**src/pll_channel_program_sequencer_defines.vh**
```
// Summary of operation
// [RL1] send lock output select as zero
// [RL2] send phase polarity bit as one
// [RL3] synthesizer shifts data on serial clock rise
// [RL4] latch target bit goes last, picks latch
// [RL5] load strobe copies word into chosen latch
// [RL6] reference and counter words in any order
// [RL7] supply and selects inactive before power on
// [RL8] wait 40 ms after first channel set
// [RL9] wait 20 ms after later channel changes
// [RL10] reprogram channel only in receive mode
// [RL11] receive on same channel after 5 ms
// [RL12] transmit data 5 ms after switching over; with preEnable set, the preamble starts at once and user data follows at 15 ms
// [RL13] check lock indicator high at 20 ms
// [RL14] ignore early unstable lock indicator transitions
// [RL15] send alternating preamble 15 ms on transmit
// [RL16] at 9600 bps use paired preamble bits
// [RL17] 69 channels, 25 kHz steps from base
// [RL18] reference count 850, prescaler 64
// [RL19] counter value is total division over 64
// [RL20] swallow value is total division modulo 64
// [RL21] send charge pump current bit as zero
// [RL22] option bits lead the reference word
// [RL23] lock indicator high while locked
// [RL24] selects active low, one path at once
// [RL25] msb first, strobe pulse after last bit
// [RL26] millisecond timer blocks traffic until settled
`ifndef PLL_CHANNEL_PROGRAM_SEQUENCER_DEFINES_VH
`define PLL_CHANNEL_PROGRAM_SEQUENCER_DEFINES_VH

// ----------------------------------------
// register map (byte addresses)
// ----------------------------------------
`define ADDR_CTRL 8'h00
`define ADDR_CHAN 8'h04
`define ADDR_STAT 8'h08
`define ADDR_PRE 8'h0c

// ctrl field positions
`define CTRL_POWER 0
`define CTRL_MODE 1
`define CTRL_PAIRS 2
`define CTRL_CHANGE 3
`define CTRL_PRE_EN 4
// status field positions
`define STAT_REFUSED 5
// reset values
`define PRE_DIV_RESET 16'h3415

// ----------------------------------------
// synthesizer word contents
// ----------------------------------------
`define WORD_BITS 19
`define CP_CURRENT 1'b0
`define LOCK_OUT_SEL 1'b0
`define PHASE_POL 1'b1
`define PRESCALER_SEL 1'b1
`define REF_COUNT 14'h352
`define LATCH_REF 1'b1
`define LATCH_CNT 1'b0
`define DIV_BASE 15'h4047
`define NUM_CHANNELS 7'h45

// ----------------------------------------
// timing
// ----------------------------------------
`define MCLK_PERIOD_NS 8
`define MS_NS 1000000
`define MS_CYCLES 17'h1e848
`define SCLK_HALF_NS 1000
`define SCLK_HALF_CYCLES 8'h7d
`define FIRST_SETTLE_MS 6'h28
`define LATER_SETTLE_MS 6'h14
`define MODE_SETTLE_MS 6'h05
`define PREAMBLE_MS 6'h0f
`define LOCK_CHECK_MS 6'h14

`endif

```
**src/pll_channel_program_sequencer.v**
```verilog
// Our own choices: the AXI4-Lite register port and the placing of the registers.
`timescale 1ns/1ns
`include "pll_channel_program_sequencer_defines.vh"

module pll_channel_program_sequencer #(
	parameter [16:0] MS_CYCLES = `MS_CYCLES
) (
	input wire mclk,
	input wire sys_rst,
	input wire [7:0] s_axi_awaddr,
	input wire s_axi_awvalid,
	output reg s_axi_awready,
	input wire [31:0] s_axi_wdata,
	input wire [3:0] s_axi_wstrb,
	input wire s_axi_wvalid,
	output reg s_axi_wready,
	output reg [1:0] s_axi_bresp,
	output reg s_axi_bvalid,
	input wire s_axi_bready,
	input wire [7:0] s_axi_araddr,
	input wire s_axi_arvalid,
	output reg s_axi_arready,
	output reg [31:0] s_axi_rdata,
	output reg [1:0] s_axi_rresp,
	output reg s_axi_rvalid,
	input wire s_axi_rready,
	output reg synthClk,
	output reg synthData,
	output reg loadStrobe,
	output reg supplyEnable,
	output reg transmitSelectN,
	output reg receiveSelectN,
	output reg txDataIn,
	input wire lockIndicator,
	input wire userTxBit,
	output reg dataReady
);

// ----------------------------------------
// states, one-hot
// ----------------------------------------
localparam [4:0] S_OFF = 5'h01;
localparam [4:0] S_IDLE = 5'h02;
localparam [4:0] S_SHIFT = 5'h04;
localparam [4:0] S_STROBE = 5'h08;
localparam [4:0] S_SETTLE = 5'h10;
localparam [7:0] SCLK_HALF = `SCLK_HALF_CYCLES;

// ----------------------------------------
// functions
// ----------------------------------------
// byte-lane merge of a register write
function [31:0] merge;
	input [31:0] old;
	input [31:0] din;
	input [3:0] strb;
	integer i;
	begin
		merge = old;
		for (i = 0; i < 4; i = i + 1) begin
			if (strb[i]) begin
				merge[i*8 +: 8] = din[i*8 +: 8];
			end
		end
	end
endfunction

// setting word for one latch; latch bit is the lsb, so shifted last
function [18:0] build_word;
	input toRef;
	input [6:0] ch;
	reg [14:0] total;
	begin
		total = `DIV_BASE + {8'h00, ch}; // RL17
		if (toRef) begin
			// options lead the reference count
			build_word = {`CP_CURRENT, `LOCK_OUT_SEL, `PHASE_POL, `REF_COUNT, // RL1 RL2 RL18 RL21
				`PRESCALER_SEL, `LATCH_REF}; // RL22
		end else begin
			// counter = total / 64, swallow = total mod 64
			build_word = {2'b00, total[14:6], 1'b0, total[5:0], `LATCH_CNT}; // RL19 RL20
		end
	end
endfunction

// ----------------------------------------
// software-visible registers
// ----------------------------------------
reg powerReq; // software asks for module power
reg modeReq; // 0 receive, 1 transmit
reg pairsMode; // paired preamble bits for 9600 bps
reg preEnable; // preamble on transmit entry
reg [6:0] channel; // requested channel index
reg [15:0] preDiv; // preamble bit period in mclk cycles
reg chanReq; // one-cycle change request
reg refused; // sticky: change request refused
reg lockOk; // lock confirmed at last check
reg lockChecked; // a lock check has been made

// ----------------------------------------
// sequencer state
// ----------------------------------------
reg [4:0] state;
reg appliedMode; // mode currently on the select pins
reg firstDone; // a channel has been set since power-up
reg [6:0] chanLatched; // channel being programmed
reg wordSel; // 0 reference word, 1 counter word
reg [4:0] bitIdx; // bit being presented
reg [7:0] halfDiv; // serial clock half-period divider
reg [16:0] msDiv; // millisecond divider
reg [5:0] msCount; // elapsed milliseconds in settle
reg [5:0] settleTarget; // settle length in ms
reg lockPending; // lock to be checked in this settle
reg preambleOn;
reg [15:0] preCnt;
reg [1:0] prePhase;
reg lockMeta;
reg lockSync;
reg [7:0] lockRun; // cycles the lock indicator has stayed high

wire halfTick = (halfDiv == SCLK_HALF - 8'h01);
wire msTick = (msDiv == MS_CYCLES - 17'h00001);
wire [18:0] curWord = build_word(~wordSel, chanLatched);
wire [18:0] refSetting = build_word(1'b1, chanLatched); // same for every channel
wire [18:0] cntSetting = build_word(1'b0, chanLatched); // second word of a change
wire [31:0] preMerged = merge({16'h0, preDiv}, s_axi_wdata, s_axi_wstrb); // lanes 0 and 1 kept
wire lockStable = &lockRun;
wire wrFire = s_axi_awready & s_axi_wready;
wire rdFire = s_axi_arready;
wire busy = ~state[1] & ~state[0];
wire [31:0] ctrlValue = {27'h0, preEnable, 1'b0, pairsMode, modeReq, powerReq};
wire [31:0] statValue = {19'h0, state, 2'b00, refused, lockOk, lockChecked,
	dataReady, appliedMode, busy};

// ----------------------------------------
// axi4-lite write channel
// ----------------------------------------
// address and data taken together; one write outstanding
always @(posedge mclk) begin
	if (sys_rst) begin
		s_axi_awready <= 1'b0;
		s_axi_wready <= 1'b0;
		s_axi_bvalid <= 1'b0;
		s_axi_bresp <= 2'b00;
		powerReq <= 1'b0;
		modeReq <= 1'b0;
		pairsMode <= 1'b0;
		preEnable <= 1'b1;
		channel <= 7'h00;
		preDiv <= `PRE_DIV_RESET;
		chanReq <= 1'b0;
	end else begin
		chanReq <= 1'b0;
		s_axi_awready <= 1'b0;
		s_axi_wready <= 1'b0;
		if (s_axi_bvalid & s_axi_bready) begin
			s_axi_bvalid <= 1'b0;
		end
		if (s_axi_awvalid & s_axi_wvalid & ~s_axi_bvalid & ~wrFire) begin
			s_axi_awready <= 1'b1;
			s_axi_wready <= 1'b1;
		end
		if (wrFire) begin
			s_axi_bvalid <= 1'b1;
			s_axi_bresp <= 2'b00;
			case (s_axi_awaddr)
				`ADDR_CTRL: begin
					if (s_axi_wstrb[0]) begin
						powerReq <= s_axi_wdata[`CTRL_POWER];
						modeReq <= s_axi_wdata[`CTRL_MODE];
						pairsMode <= s_axi_wdata[`CTRL_PAIRS];
						preEnable <= s_axi_wdata[`CTRL_PRE_EN];
						chanReq <= s_axi_wdata[`CTRL_CHANGE];
					end
				end
				`ADDR_CHAN: begin
					if (s_axi_wstrb[0]) begin
						channel <= s_axi_wdata[6:0];
					end
				end
				`ADDR_STAT: begin
					// write-one-to-clear handled in the sequencer
				end
				`ADDR_PRE: begin
					preDiv <= preMerged[15:0];
				end
				default: begin
					s_axi_bresp <= 2'b10; // unmapped: slave error
				end
			endcase
		end
	end
end

// ----------------------------------------
// axi4-lite read channel
// ----------------------------------------
// data registered one cycle after the address is taken
always @(posedge mclk) begin
	if (sys_rst) begin
		s_axi_arready <= 1'b0;
		s_axi_rvalid <= 1'b0;
		s_axi_rdata <= 32'h0;
		s_axi_rresp <= 2'b00;
	end else begin
		s_axi_arready <= s_axi_arvalid & ~s_axi_rvalid & ~s_axi_arready;
		if (s_axi_rvalid & s_axi_rready) begin
			s_axi_rvalid <= 1'b0;
		end
		if (rdFire) begin
			s_axi_rvalid <= 1'b1;
			s_axi_rresp <= 2'b00;
			case (s_axi_araddr)
				`ADDR_CTRL: s_axi_rdata <= ctrlValue;
				`ADDR_CHAN: s_axi_rdata <= {25'h0, channel};
				`ADDR_STAT: s_axi_rdata <= statValue;
				`ADDR_PRE: s_axi_rdata <= {16'h0, preDiv};
				default: begin
					s_axi_rdata <= 32'h0;
					s_axi_rresp <= 2'b10;
				end
			endcase
		end
	end
end

// ----------------------------------------
// lock indicator synchroniser and filter
// ----------------------------------------
// the indicator may chatter before true lock, so a run of highs is needed
always @(posedge mclk) begin
	if (sys_rst) begin
		lockMeta <= 1'b0;
		lockSync <= 1'b0;
		lockRun <= 8'h00;
	end else begin
		lockMeta <= lockIndicator;
		lockSync <= lockMeta;
		if (!lockSync) begin
			lockRun <= 8'h00; // RL14
		end else if (!lockStable) begin
			lockRun <= lockRun + 8'h01;
		end
	end
end

// ----------------------------------------
// dividers
// ----------------------------------------
// both restart on entry so each interval is whole
always @(posedge mclk) begin
	if (sys_rst) begin
		halfDiv <= 8'h00;
		msDiv <= 17'h00000;
	end else begin
		if (!(state[2] | state[3]) | halfTick) begin
			halfDiv <= 8'h00;
		end else begin
			halfDiv <= halfDiv + 8'h01;
		end
		if (!state[4] | msTick) begin
			msDiv <= 17'h00000; // RL26
		end else begin
			msDiv <= msDiv + 17'h00001;
		end
	end
end

// ----------------------------------------
// preamble and data pin
// ----------------------------------------
always @(posedge mclk) begin
	if (sys_rst) begin
		preCnt <= 16'h0000;
		prePhase <= 2'b00;
		txDataIn <= 1'b0;
	end else if (preambleOn) begin
		if (preCnt >= preDiv - 16'h0001) begin
			preCnt <= 16'h0000;
			prePhase <= prePhase + 2'b01;
		end else begin
			preCnt <= preCnt + 16'h0001;
		end
		if (pairsMode) begin
			txDataIn <= ~prePhase[1]; // RL16
		end else begin
			txDataIn <= ~prePhase[0]; // RL15
		end
	end else begin
		preCnt <= 16'h0000;
		prePhase <= 2'b00;
		// user data only once settled in transmit
		txDataIn <= dataReady & appliedMode & userTxBit; // RL26
	end
end

// ----------------------------------------
// power, channel and mode sequencer
// ----------------------------------------
always @(posedge mclk) begin
	if (sys_rst) begin
		state <= S_OFF;
		supplyEnable <= 1'b0; // RL7
		transmitSelectN <= 1'b1; // RL7
		receiveSelectN <= 1'b1; // RL7
		synthClk <= 1'b0;
		synthData <= 1'b0;
		loadStrobe <= 1'b0;
		dataReady <= 1'b0;
		appliedMode <= 1'b0;
		firstDone <= 1'b0;
		chanLatched <= 7'h00;
		wordSel <= 1'b0;
		bitIdx <= 5'h00;
		msCount <= 6'h00;
		settleTarget <= 6'h00;
		lockPending <= 1'b0;
		preambleOn <= 1'b0;
		refused <= 1'b0;
		lockOk <= 1'b0;
		lockChecked <= 1'b0;
	end else begin
		// clear first, so a refusal in the same cycle still sets
		if (wrFire && s_axi_awaddr == `ADDR_STAT && s_axi_wstrb[0]
			&& s_axi_wdata[`STAT_REFUSED]) begin
			refused <= 1'b0;
		end
		if (chanReq && !(state[1] && powerReq && !appliedMode && !modeReq
			&& channel < `NUM_CHANNELS)) begin
			refused <= 1'b1; // RL10
		end
		case (state)
			S_OFF: begin
				// selects stay inactive until the supply is up
				if (powerReq) begin
					supplyEnable <= 1'b1;
					state <= S_IDLE;
				end
			end
			S_IDLE: begin
				if (!powerReq) begin
					supplyEnable <= 1'b0;
					transmitSelectN <= 1'b1;
					receiveSelectN <= 1'b1;
					dataReady <= 1'b0;
					appliedMode <= 1'b0;
					firstDone <= 1'b0;
					state <= S_OFF;
				end else if (chanReq && !appliedMode && !modeReq
					&& channel < `NUM_CHANNELS) begin
					// retune only while receiving
					receiveSelectN <= 1'b0; // RL10
					transmitSelectN <= 1'b1; // RL24
					chanLatched <= channel;
					dataReady <= 1'b0;
					wordSel <= 1'b0; // RL6
					bitIdx <= 5'h12;
					synthData <= refSetting[18]; // RL25
					synthClk <= 1'b0;
					state <= S_SHIFT;
				end else if (firstDone && modeReq != appliedMode) begin
					appliedMode <= modeReq;
					transmitSelectN <= ~modeReq; // RL24
					receiveSelectN <= modeReq; // RL24
					dataReady <= 1'b0;
					msCount <= 6'h00;
					lockPending <= 1'b0;
					preambleOn <= modeReq & preEnable; // RL15
					if (modeReq && preEnable) begin
						settleTarget <= `PREAMBLE_MS; // RL15
					end else begin
						settleTarget <= `MODE_SETTLE_MS; // RL11 RL12
					end
					state <= S_SETTLE;
				end
			end
			S_SHIFT: begin
				if (halfTick) begin
					if (!synthClk) begin
						synthClk <= 1'b1; // RL3
					end else begin
						synthClk <= 1'b0;
						if (bitIdx == 5'h00) begin
							state <= S_STROBE; // RL4
						end else begin
							bitIdx <= bitIdx - 5'h01;
							synthData <= curWord[bitIdx - 5'h01]; // RL25
						end
					end
				end
			end
			S_STROBE: begin
				if (halfTick) begin
					if (!loadStrobe) begin
						loadStrobe <= 1'b1; // RL5
					end else begin
						loadStrobe <= 1'b0; // RL25
						if (!wordSel) begin
							wordSel <= 1'b1;
							bitIdx <= 5'h12;
							synthData <= cntSetting[18];
							state <= S_SHIFT;
						end else begin
							msCount <= 6'h00;
							lockPending <= 1'b1;
							if (firstDone) begin
								settleTarget <= `LATER_SETTLE_MS; // RL9
							end else begin
								settleTarget <= `FIRST_SETTLE_MS; // RL8
							end
							firstDone <= 1'b1;
							state <= S_SETTLE;
						end
					end
				end
			end
			S_SETTLE: begin
				if (msTick) begin
					msCount <= msCount + 6'h01;
					if (lockPending && msCount + 6'h01 == `LOCK_CHECK_MS) begin
						lockOk <= lockSync & lockStable; // RL13 RL23
						lockChecked <= 1'b1;
						lockPending <= 1'b0;
					end
					if (msCount + 6'h01 == settleTarget) begin
						dataReady <= 1'b1; // RL26
						preambleOn <= 1'b0;
						state <= S_IDLE;
					end
				end
			end
			default: begin
				state <= S_OFF;
			end
		endcase
	end
end

endmodule

```
**config.mk**
```make
export PLATFORM = sky130hd
export DESIGN_NAME = pll_channel_program_sequencer
export DESIGN_NICKNAME = d
export VERILOG_FILES = /design/src/pll_channel_program_sequencer.v
export VERILOG_INCLUDE_DIRS = /design/src /design/src/src
export SDC_FILE = /design/constraint.sdc
export NUM_CORES = 1
export LEC_CHECK = 0
export ABC_AREA = 0
export BUFFER_PORTS_ARGS = -buffer_cell sky130_fd_sc_hd__buf_2
export CORE_MARGIN = 2
export CORE_UTILIZATION = 50
export CTS_CLUSTER_SIZE = 16
export DETAILED_ROUTE_END_ITERATION = 7
export GPL_TIMING_DRIVEN = 0
export HOLD_SLACK_MARGIN = 0.15
export PLACE_DENSITY = 0.79
export SETUP_SLACK_MARGIN = 0.3
export SLEW_MARGIN = 20
export SYNTH_ARGS = -nofsm -noshare
export SYNTH_HDL_FRONTEND = slang
export SYNTH_SLANG_ARGS = --single-unit
```
**constraint.sdc**
```tcl
create_clock -name mclk -period 3.68 [get_ports mclk]
set_clock_uncertainty 0.1 [all_clocks]
set_input_delay 0.184 -clock mclk [delete_from_list [all_inputs] [get_ports mclk]]
set_output_delay 0.184 -clock mclk [all_outputs]
set_load 0.01 [all_outputs]
```
==> impl.org <==
** Worst setup path
- STA classifies the critical path endpoint as a flop.
- Crit path buf inv count :: 3
- Data on the critical path is required at its endpoint by around 4 ns.
- Worst reg2reg setup slack :: approximately 0.44 ns
- Cell-by-cell trace of the critical path :: nor4_4 -> nand2_1 -> buf_6 -> nor3_4 -> nand2_2 -> nor4_2 -> xnor2_1 -> ha_1 -> a21o_1 -> a21o_1 -> a21oi_2 -> o211ai_1 -> buf_4 -> buf_2 -> nor2_1
- Of all nets on the critical path, the largest fanout is 10.
- Cell family contributing the most delay on the critical path :: simple AND/OR/NAND/NOR gates
- Arrival time of the worst setup path :: 3.50 ns
- Among all stages on the critical path, the largest delay is contributed by sky130_fd_sc_hd__dfxtp_4.
- Top cell by count, worst path :: sky130_fd_sc_hd__a21o_1
- Reg-to-reg startpoint :: preDiv[6]$_SDFFE_PP0P_
- The worst setup path is launched from a flop.
- Delay of the slowest critical-path stage :: approximately 0.37 ns
- Type of the worst setup path :: reg2reg
- The number of cells on the worst reg-to-reg path is 15.
- The endpoint identified for the worst register-to-register timing path is preCnt[10]$_SDFF_PP0_.

** Placed design
- Dpl cells :: ~1200
- Last weighted congestion value of the routability-driven placer :: 0.910
- Detailed placement ended at an HPWL of roughly 14000 um.
- Port bufs :: 70
- Post-place instance area :: approximately 8300 um^2
- Prior to clock tree synthesis, the placed netlist has a worst setup slack of -0.275 ns.

** Synth
- The synthesized netlist occupies a cell area of a little under 8000 um^2.
- Sequential share of the synthesized area :: 0.385
- EDFF count, synth :: 0
- Synthesized area per cell :: between 8 and 9 um^2
- The number of different library cells used by synthesis comes to 74.
- Fraction of synthesis flops using an asynchronous set or reset pin :: 0
- By area the synthesized netlist is led by sky130_fd_sc_hd__dfxtp_1 39%, sky130_fd_sc_hd__nor2_1 6.4%, sky130_fd_sc_hd__mux2i_1 5.3%.
- After technology mapping, the gate count stands at just over 900.
- During synthesis, Yosys emitted a total of 0 warnings.
- Of the post-synthesis cell area, the dominant cell type holds 0.385.
- Among all flip-flop cells after synthesis, the most frequent one is sky130_fd_sc_hd__dfxtp_1.
- The biggest area contributor in the post-synthesis netlist is sky130_fd_sc_hd__dfxtp_1.
- Number of register bits inferred by synthesis :: approximately 150

** Layout
- The finished layout holds around 1200 standard cells, fillers aside.
- Final instance area :: 9380 um^2
- Leaving out fill and tap cells, the most frequent cell in the layout is sky130_fd_sc_hd__dfxtp_1.
- Post-Route Utilization :: 0.622
- ANT cells :: 0
- Share of final-layout standard cells stronger than drive strength 1 :: 0.156
- After the last flow step, the layout net total stands at roughly 1100.
- Commonest cells after routing, fill and taps aside :: 145 x sky130_fd_sc_hd__dfxtp_1, 129 x sky130_fd_sc_hd__nor2_1, 73 x sky130_fd_sc_hd__buf_2
- P&R area growth vs syn :: 22.1%

** Floorplanning
- For this design the top-level I/O count stands at 110.
- The die is between 100 and 150 um wide.
- Core Box Area :: around 15000 um^2
- The floorplan has 45 rows.
- In this run the vertical extent of the chip is 128 um.
- Starting density of the core :: 0.509
- Die Area :: 16400 um^2

** GRT
- The first global-routing pass estimated 33000 um of wire.
- After global routing the overflow that remains totals 0.
- Across every metal layer, demand over resource in global routing totals 0.255.
- Entering global routing, the biggest net connects 17 pins.
- Number of global-route vias before repair :: 6712
- Number of antenna violations at the first check in global routing :: 1

** Detailed routing
- Antenna-violating nets left :: 0
- Detailed routing placed a total of 9960 um of wire on met2.
- Top routing layer used :: met5
- Detailed routing placed a total of roughly 1400 um of wire on met3.
- After detailed routing, the average wire length per cell comes to between 15 and 20 um.
- DR pass1 iterations :: 5
- For this run, design rule violations remaining after detail routing come to 0.
- Initial DRC Count :: approximately 560
- Final Routed Wirelength :: around 21000 um
- In the final routing, the length of wire on met1 measures slightly below 9000 um.
- The final route contains just over 7000 vias.
- Detailed-route vias per instance :: ~5.7

** Timing
- Highest attainable clock frequency :: slightly above 300 MHz
- Setup violations remaining at the end of the flow were counted as 0.
- Part of the cycle the worst path needs :: 0.881
- The routed design could run at a clock period as short as between 3 and 4 ns.
- TNS Setup :: 0 ns
- Max transition margin :: 0.167
- Number of max-slew violations in the final report :: 0
- For the pin with the worst max-slew slack, the measured transition is approximately 1.2 ns.
- Setup repair after global routing missed its margin :: false
- The hold violation total from the final report is 0.
- Setup slack closes at about 0.44 ns.

** Hold path
- The worst hold path begins at s_axi_awaddr[5].
- The worst hold path belongs to the class in2reg.
- Hold depth :: 4
- The worst hold path terminates at s_axi_bresp[1]$_SDFFE_PP0P_.

** Clock network
- The clock passes through at most 2 buffers.
- Buffers inserted during clock tree synthesis total 17.
- In this run the number of H-tree levels came out at 4.
- Clock-pin slew was measured on the worst setup and hold paths at ~0.060 ns.
- For the worst-skew pair, the clock arrives at the later sink with an insertion delay of about 0.43 ns.
- TritonCTS built the clock tree.
- Sinks on the clock net :: ~150
- In this run the clock root is driven by a sky130_fd_sc_hd__clkbuf_16.

** Outcome
- The flow ran to the end, and the final reports show no timing, DRC or antenna violations.

** Job
- The tool flagged a number of max-cap violations equal to 0.

** Power and ir drop
- Cell area power density :: about 400 nW/um^2
- IR analysis of the VDD net gives a maximum drop of between 0.3 and 0.4 mV.
- In this run the static leakage power is roughly 3.5 nW.
==> stage by stage <==
step | power (mW) | hold slack, ns
2_1_floorplan | 1.91 | 0.159
3_3_place_gp | 2.02 | 0.294
3_5_place_dp | 2.03 | 0.302
4_1_cts | 3.87 | 0.173
5_1_grt | 3.98 | 0.236
6_report | 3.86 | 0.208
==> worst register-to-register path: stages, from the launching register on <==
cell and delay, ns:
sky130_fd_sc_hd__dfxtp_4 0.37, sky130_fd_sc_hd__nor4_4 0.28, sky130_fd_sc_hd__nand2_1 0.13, sky130_fd_sc_hd__buf_6 0.14
sky130_fd_sc_hd__nor3_4 0.21, sky130_fd_sc_hd__nand2_2 0.13, sky130_fd_sc_hd__nor4_2 0.22, sky130_fd_sc_hd__xnor2_1 0.16
sky130_fd_sc_hd__ha_1 0.26, sky130_fd_sc_hd__a21o_1 0.17, sky130_fd_sc_hd__a21o_1 0.19, sky130_fd_sc_hd__a21oi_2 0.21
sky130_fd_sc_hd__o211ai_1 0.12, sky130_fd_sc_hd__buf_4 0.18, sky130_fd_sc_hd__buf_2 0.19, sky130_fd_sc_hd__nor2_1 0.11
==> kinds of logic (layout without fill, tap and decap cells) <==
kind of cell / count (synthesis) / count (layout) / synth area share
DFF: 148 / 148 / 0.385
AOI/OAI and AO/OA: 142 / 142 / 0.118
buffers and inverters: 87 / 222 / 0.0562
and+or+nand+nor: 387 / 387 / 0.252
adders and majority gates: 28 / 28 / 0.0456
xor gates and xnor gates: 67 / 67 / 0.0781
other: 1 / 18 / 0.000488
muxes: 48 / 48 / 0.0651
==> final cells by class <==
| class | count | area [um^2] |
|---|---|---|
| buffer | 57 | 320 |
| clock buffer | 20 | 457 |
| clock inverter | 9 | 155 |
| fill | 1252 | 5710 |
| inverter | 30 | 113 |
| multi-input combinational | 690 | 4430 |
| sequential | 148 | 2970 |
| tap | 188 | 235 |
| timing repair buffer | 106 | 702 |
==> sequential cells by signal, indices dropped and copies added (netlist names), 2 cells and up <==
signal        count
settleTarget      6
preCnt           16
channel           7
msCount           6
chanLatched       7
msDiv            17
bitIdx            5
preDiv           16
prePhase          2
lockRun           8
state             5
s_axi_rdata      16
halfDiv           8
==> synth_stat cells, types with 3 or more instances <==
cell / count
sky130_fd_sc_hd__xor2_1: 34
sky130_fd_sc_hd__nor4bb_1: 3
sky130_fd_sc_hd__nand3_1: 50
sky130_fd_sc_hd__nand4_1: 9
sky130_fd_sc_hd__nand2b_1: 8
sky130_fd_sc_hd__inv_1: 29
sky130_fd_sc_hd__or4_1: 8
sky130_fd_sc_hd__or2_2: 3
sky130_fd_sc_hd__nor3_1: 20
sky130_fd_sc_hd__buf_6: 3
sky130_fd_sc_hd__mux2i_1: 41
sky130_fd_sc_hd__a21o_1: 6
sky130_fd_sc_hd__or3_1: 9
sky130_fd_sc_hd__dfxtp_1: 148
sky130_fd_sc_hd__nor4_1: 13
sky130_fd_sc_hd__a21oi_1: 53
sky130_fd_sc_hd__o31ai_1: 5
sky130_fd_sc_hd__and3_1: 13
sky130_fd_sc_hd__a2111oi_0: 3
sky130_fd_sc_hd__nor2_1: 131
sky130_fd_sc_hd__nand2_1: 72
sky130_fd_sc_hd__ha_1: 28
sky130_fd_sc_hd__nor4b_1: 5
sky130_fd_sc_hd__buf_4: 20
sky130_fd_sc_hd__mux2_2: 6
sky130_fd_sc_hd__xnor2_1: 32
sky130_fd_sc_hd__o21ai_0: 29
sky130_fd_sc_hd__nand3b_1: 3
sky130_fd_sc_hd__a221o_1: 3
sky130_fd_sc_hd__nor2b_1: 11
sky130_fd_sc_hd__and4_1: 4
sky130_fd_sc_hd__a22oi_1: 8
sky130_fd_sc_hd__a31oi_1: 4
sky130_fd_sc_hd__and2_1: 4
sky130_fd_sc_hd__nor3b_1: 4
sky130_fd_sc_hd__o21a_1: 4
sky130_fd_sc_hd__a211oi_1: 8
sky130_fd_sc_hd__clkbuf_1: 30
sky130_fd_sc_hd__and3b_1: 3
==> power breakdown <==
group	leakage [nW]	internal, mW	total, mW	switching [mW]
Sequential	1.19	1.62	1.65	0.0231
Clock	0.298	1.16	1.83	0.675
Combinational	2.04	0.153	0.382	0.230
Total	3.53	2.93	3.86	0.928
==> routing by layer <==
layer | vias to the layer above | GRT usage
met4 | 2 | 0.101
met3 | 49 | 0.0634
met1 | 3330 | 0.317
li1 | 3454 | -
met5 | - | 0
met2 | 306 | 0.425
==> worst max path at each step <==
stage                           startpoint                        to  slack [ns]  cells after the start
floorplan           preDiv[4]$_SDFFE_PP1P_  prePhase[1]$_SDFFE_PP0P_        0.51                     11
global placement    preDiv[7]$_SDFFE_PP0P_     preCnt[13]$_SDFF_PP0_       -0.41                     13
detailed placement  preDiv[7]$_SDFFE_PP0P_     preCnt[12]$_SDFF_PP0_       -0.27                     13
CTS                 preDiv[7]$_SDFFE_PP0P_     preCnt[10]$_SDFF_PP0_        0.35                     14
global route        preDiv[6]$_SDFFE_PP0P_     preCnt[11]$_SDFF_PP0_        0.18                     15
finish              preDiv[6]$_SDFFE_PP0P_     preCnt[10]$_SDFF_PP0_        0.44                     15
==> what timing repair did <==
item                                    CTS  global route
pin swaps                                 1            14
hold endpoints to repair                 42             0
setup buffers                             2             3
endpoints found under the setup margin   18            18
hold buffers                             31             0
resized for setup                         5            16
Note: power is estimated with default switching activity, not from simulation.
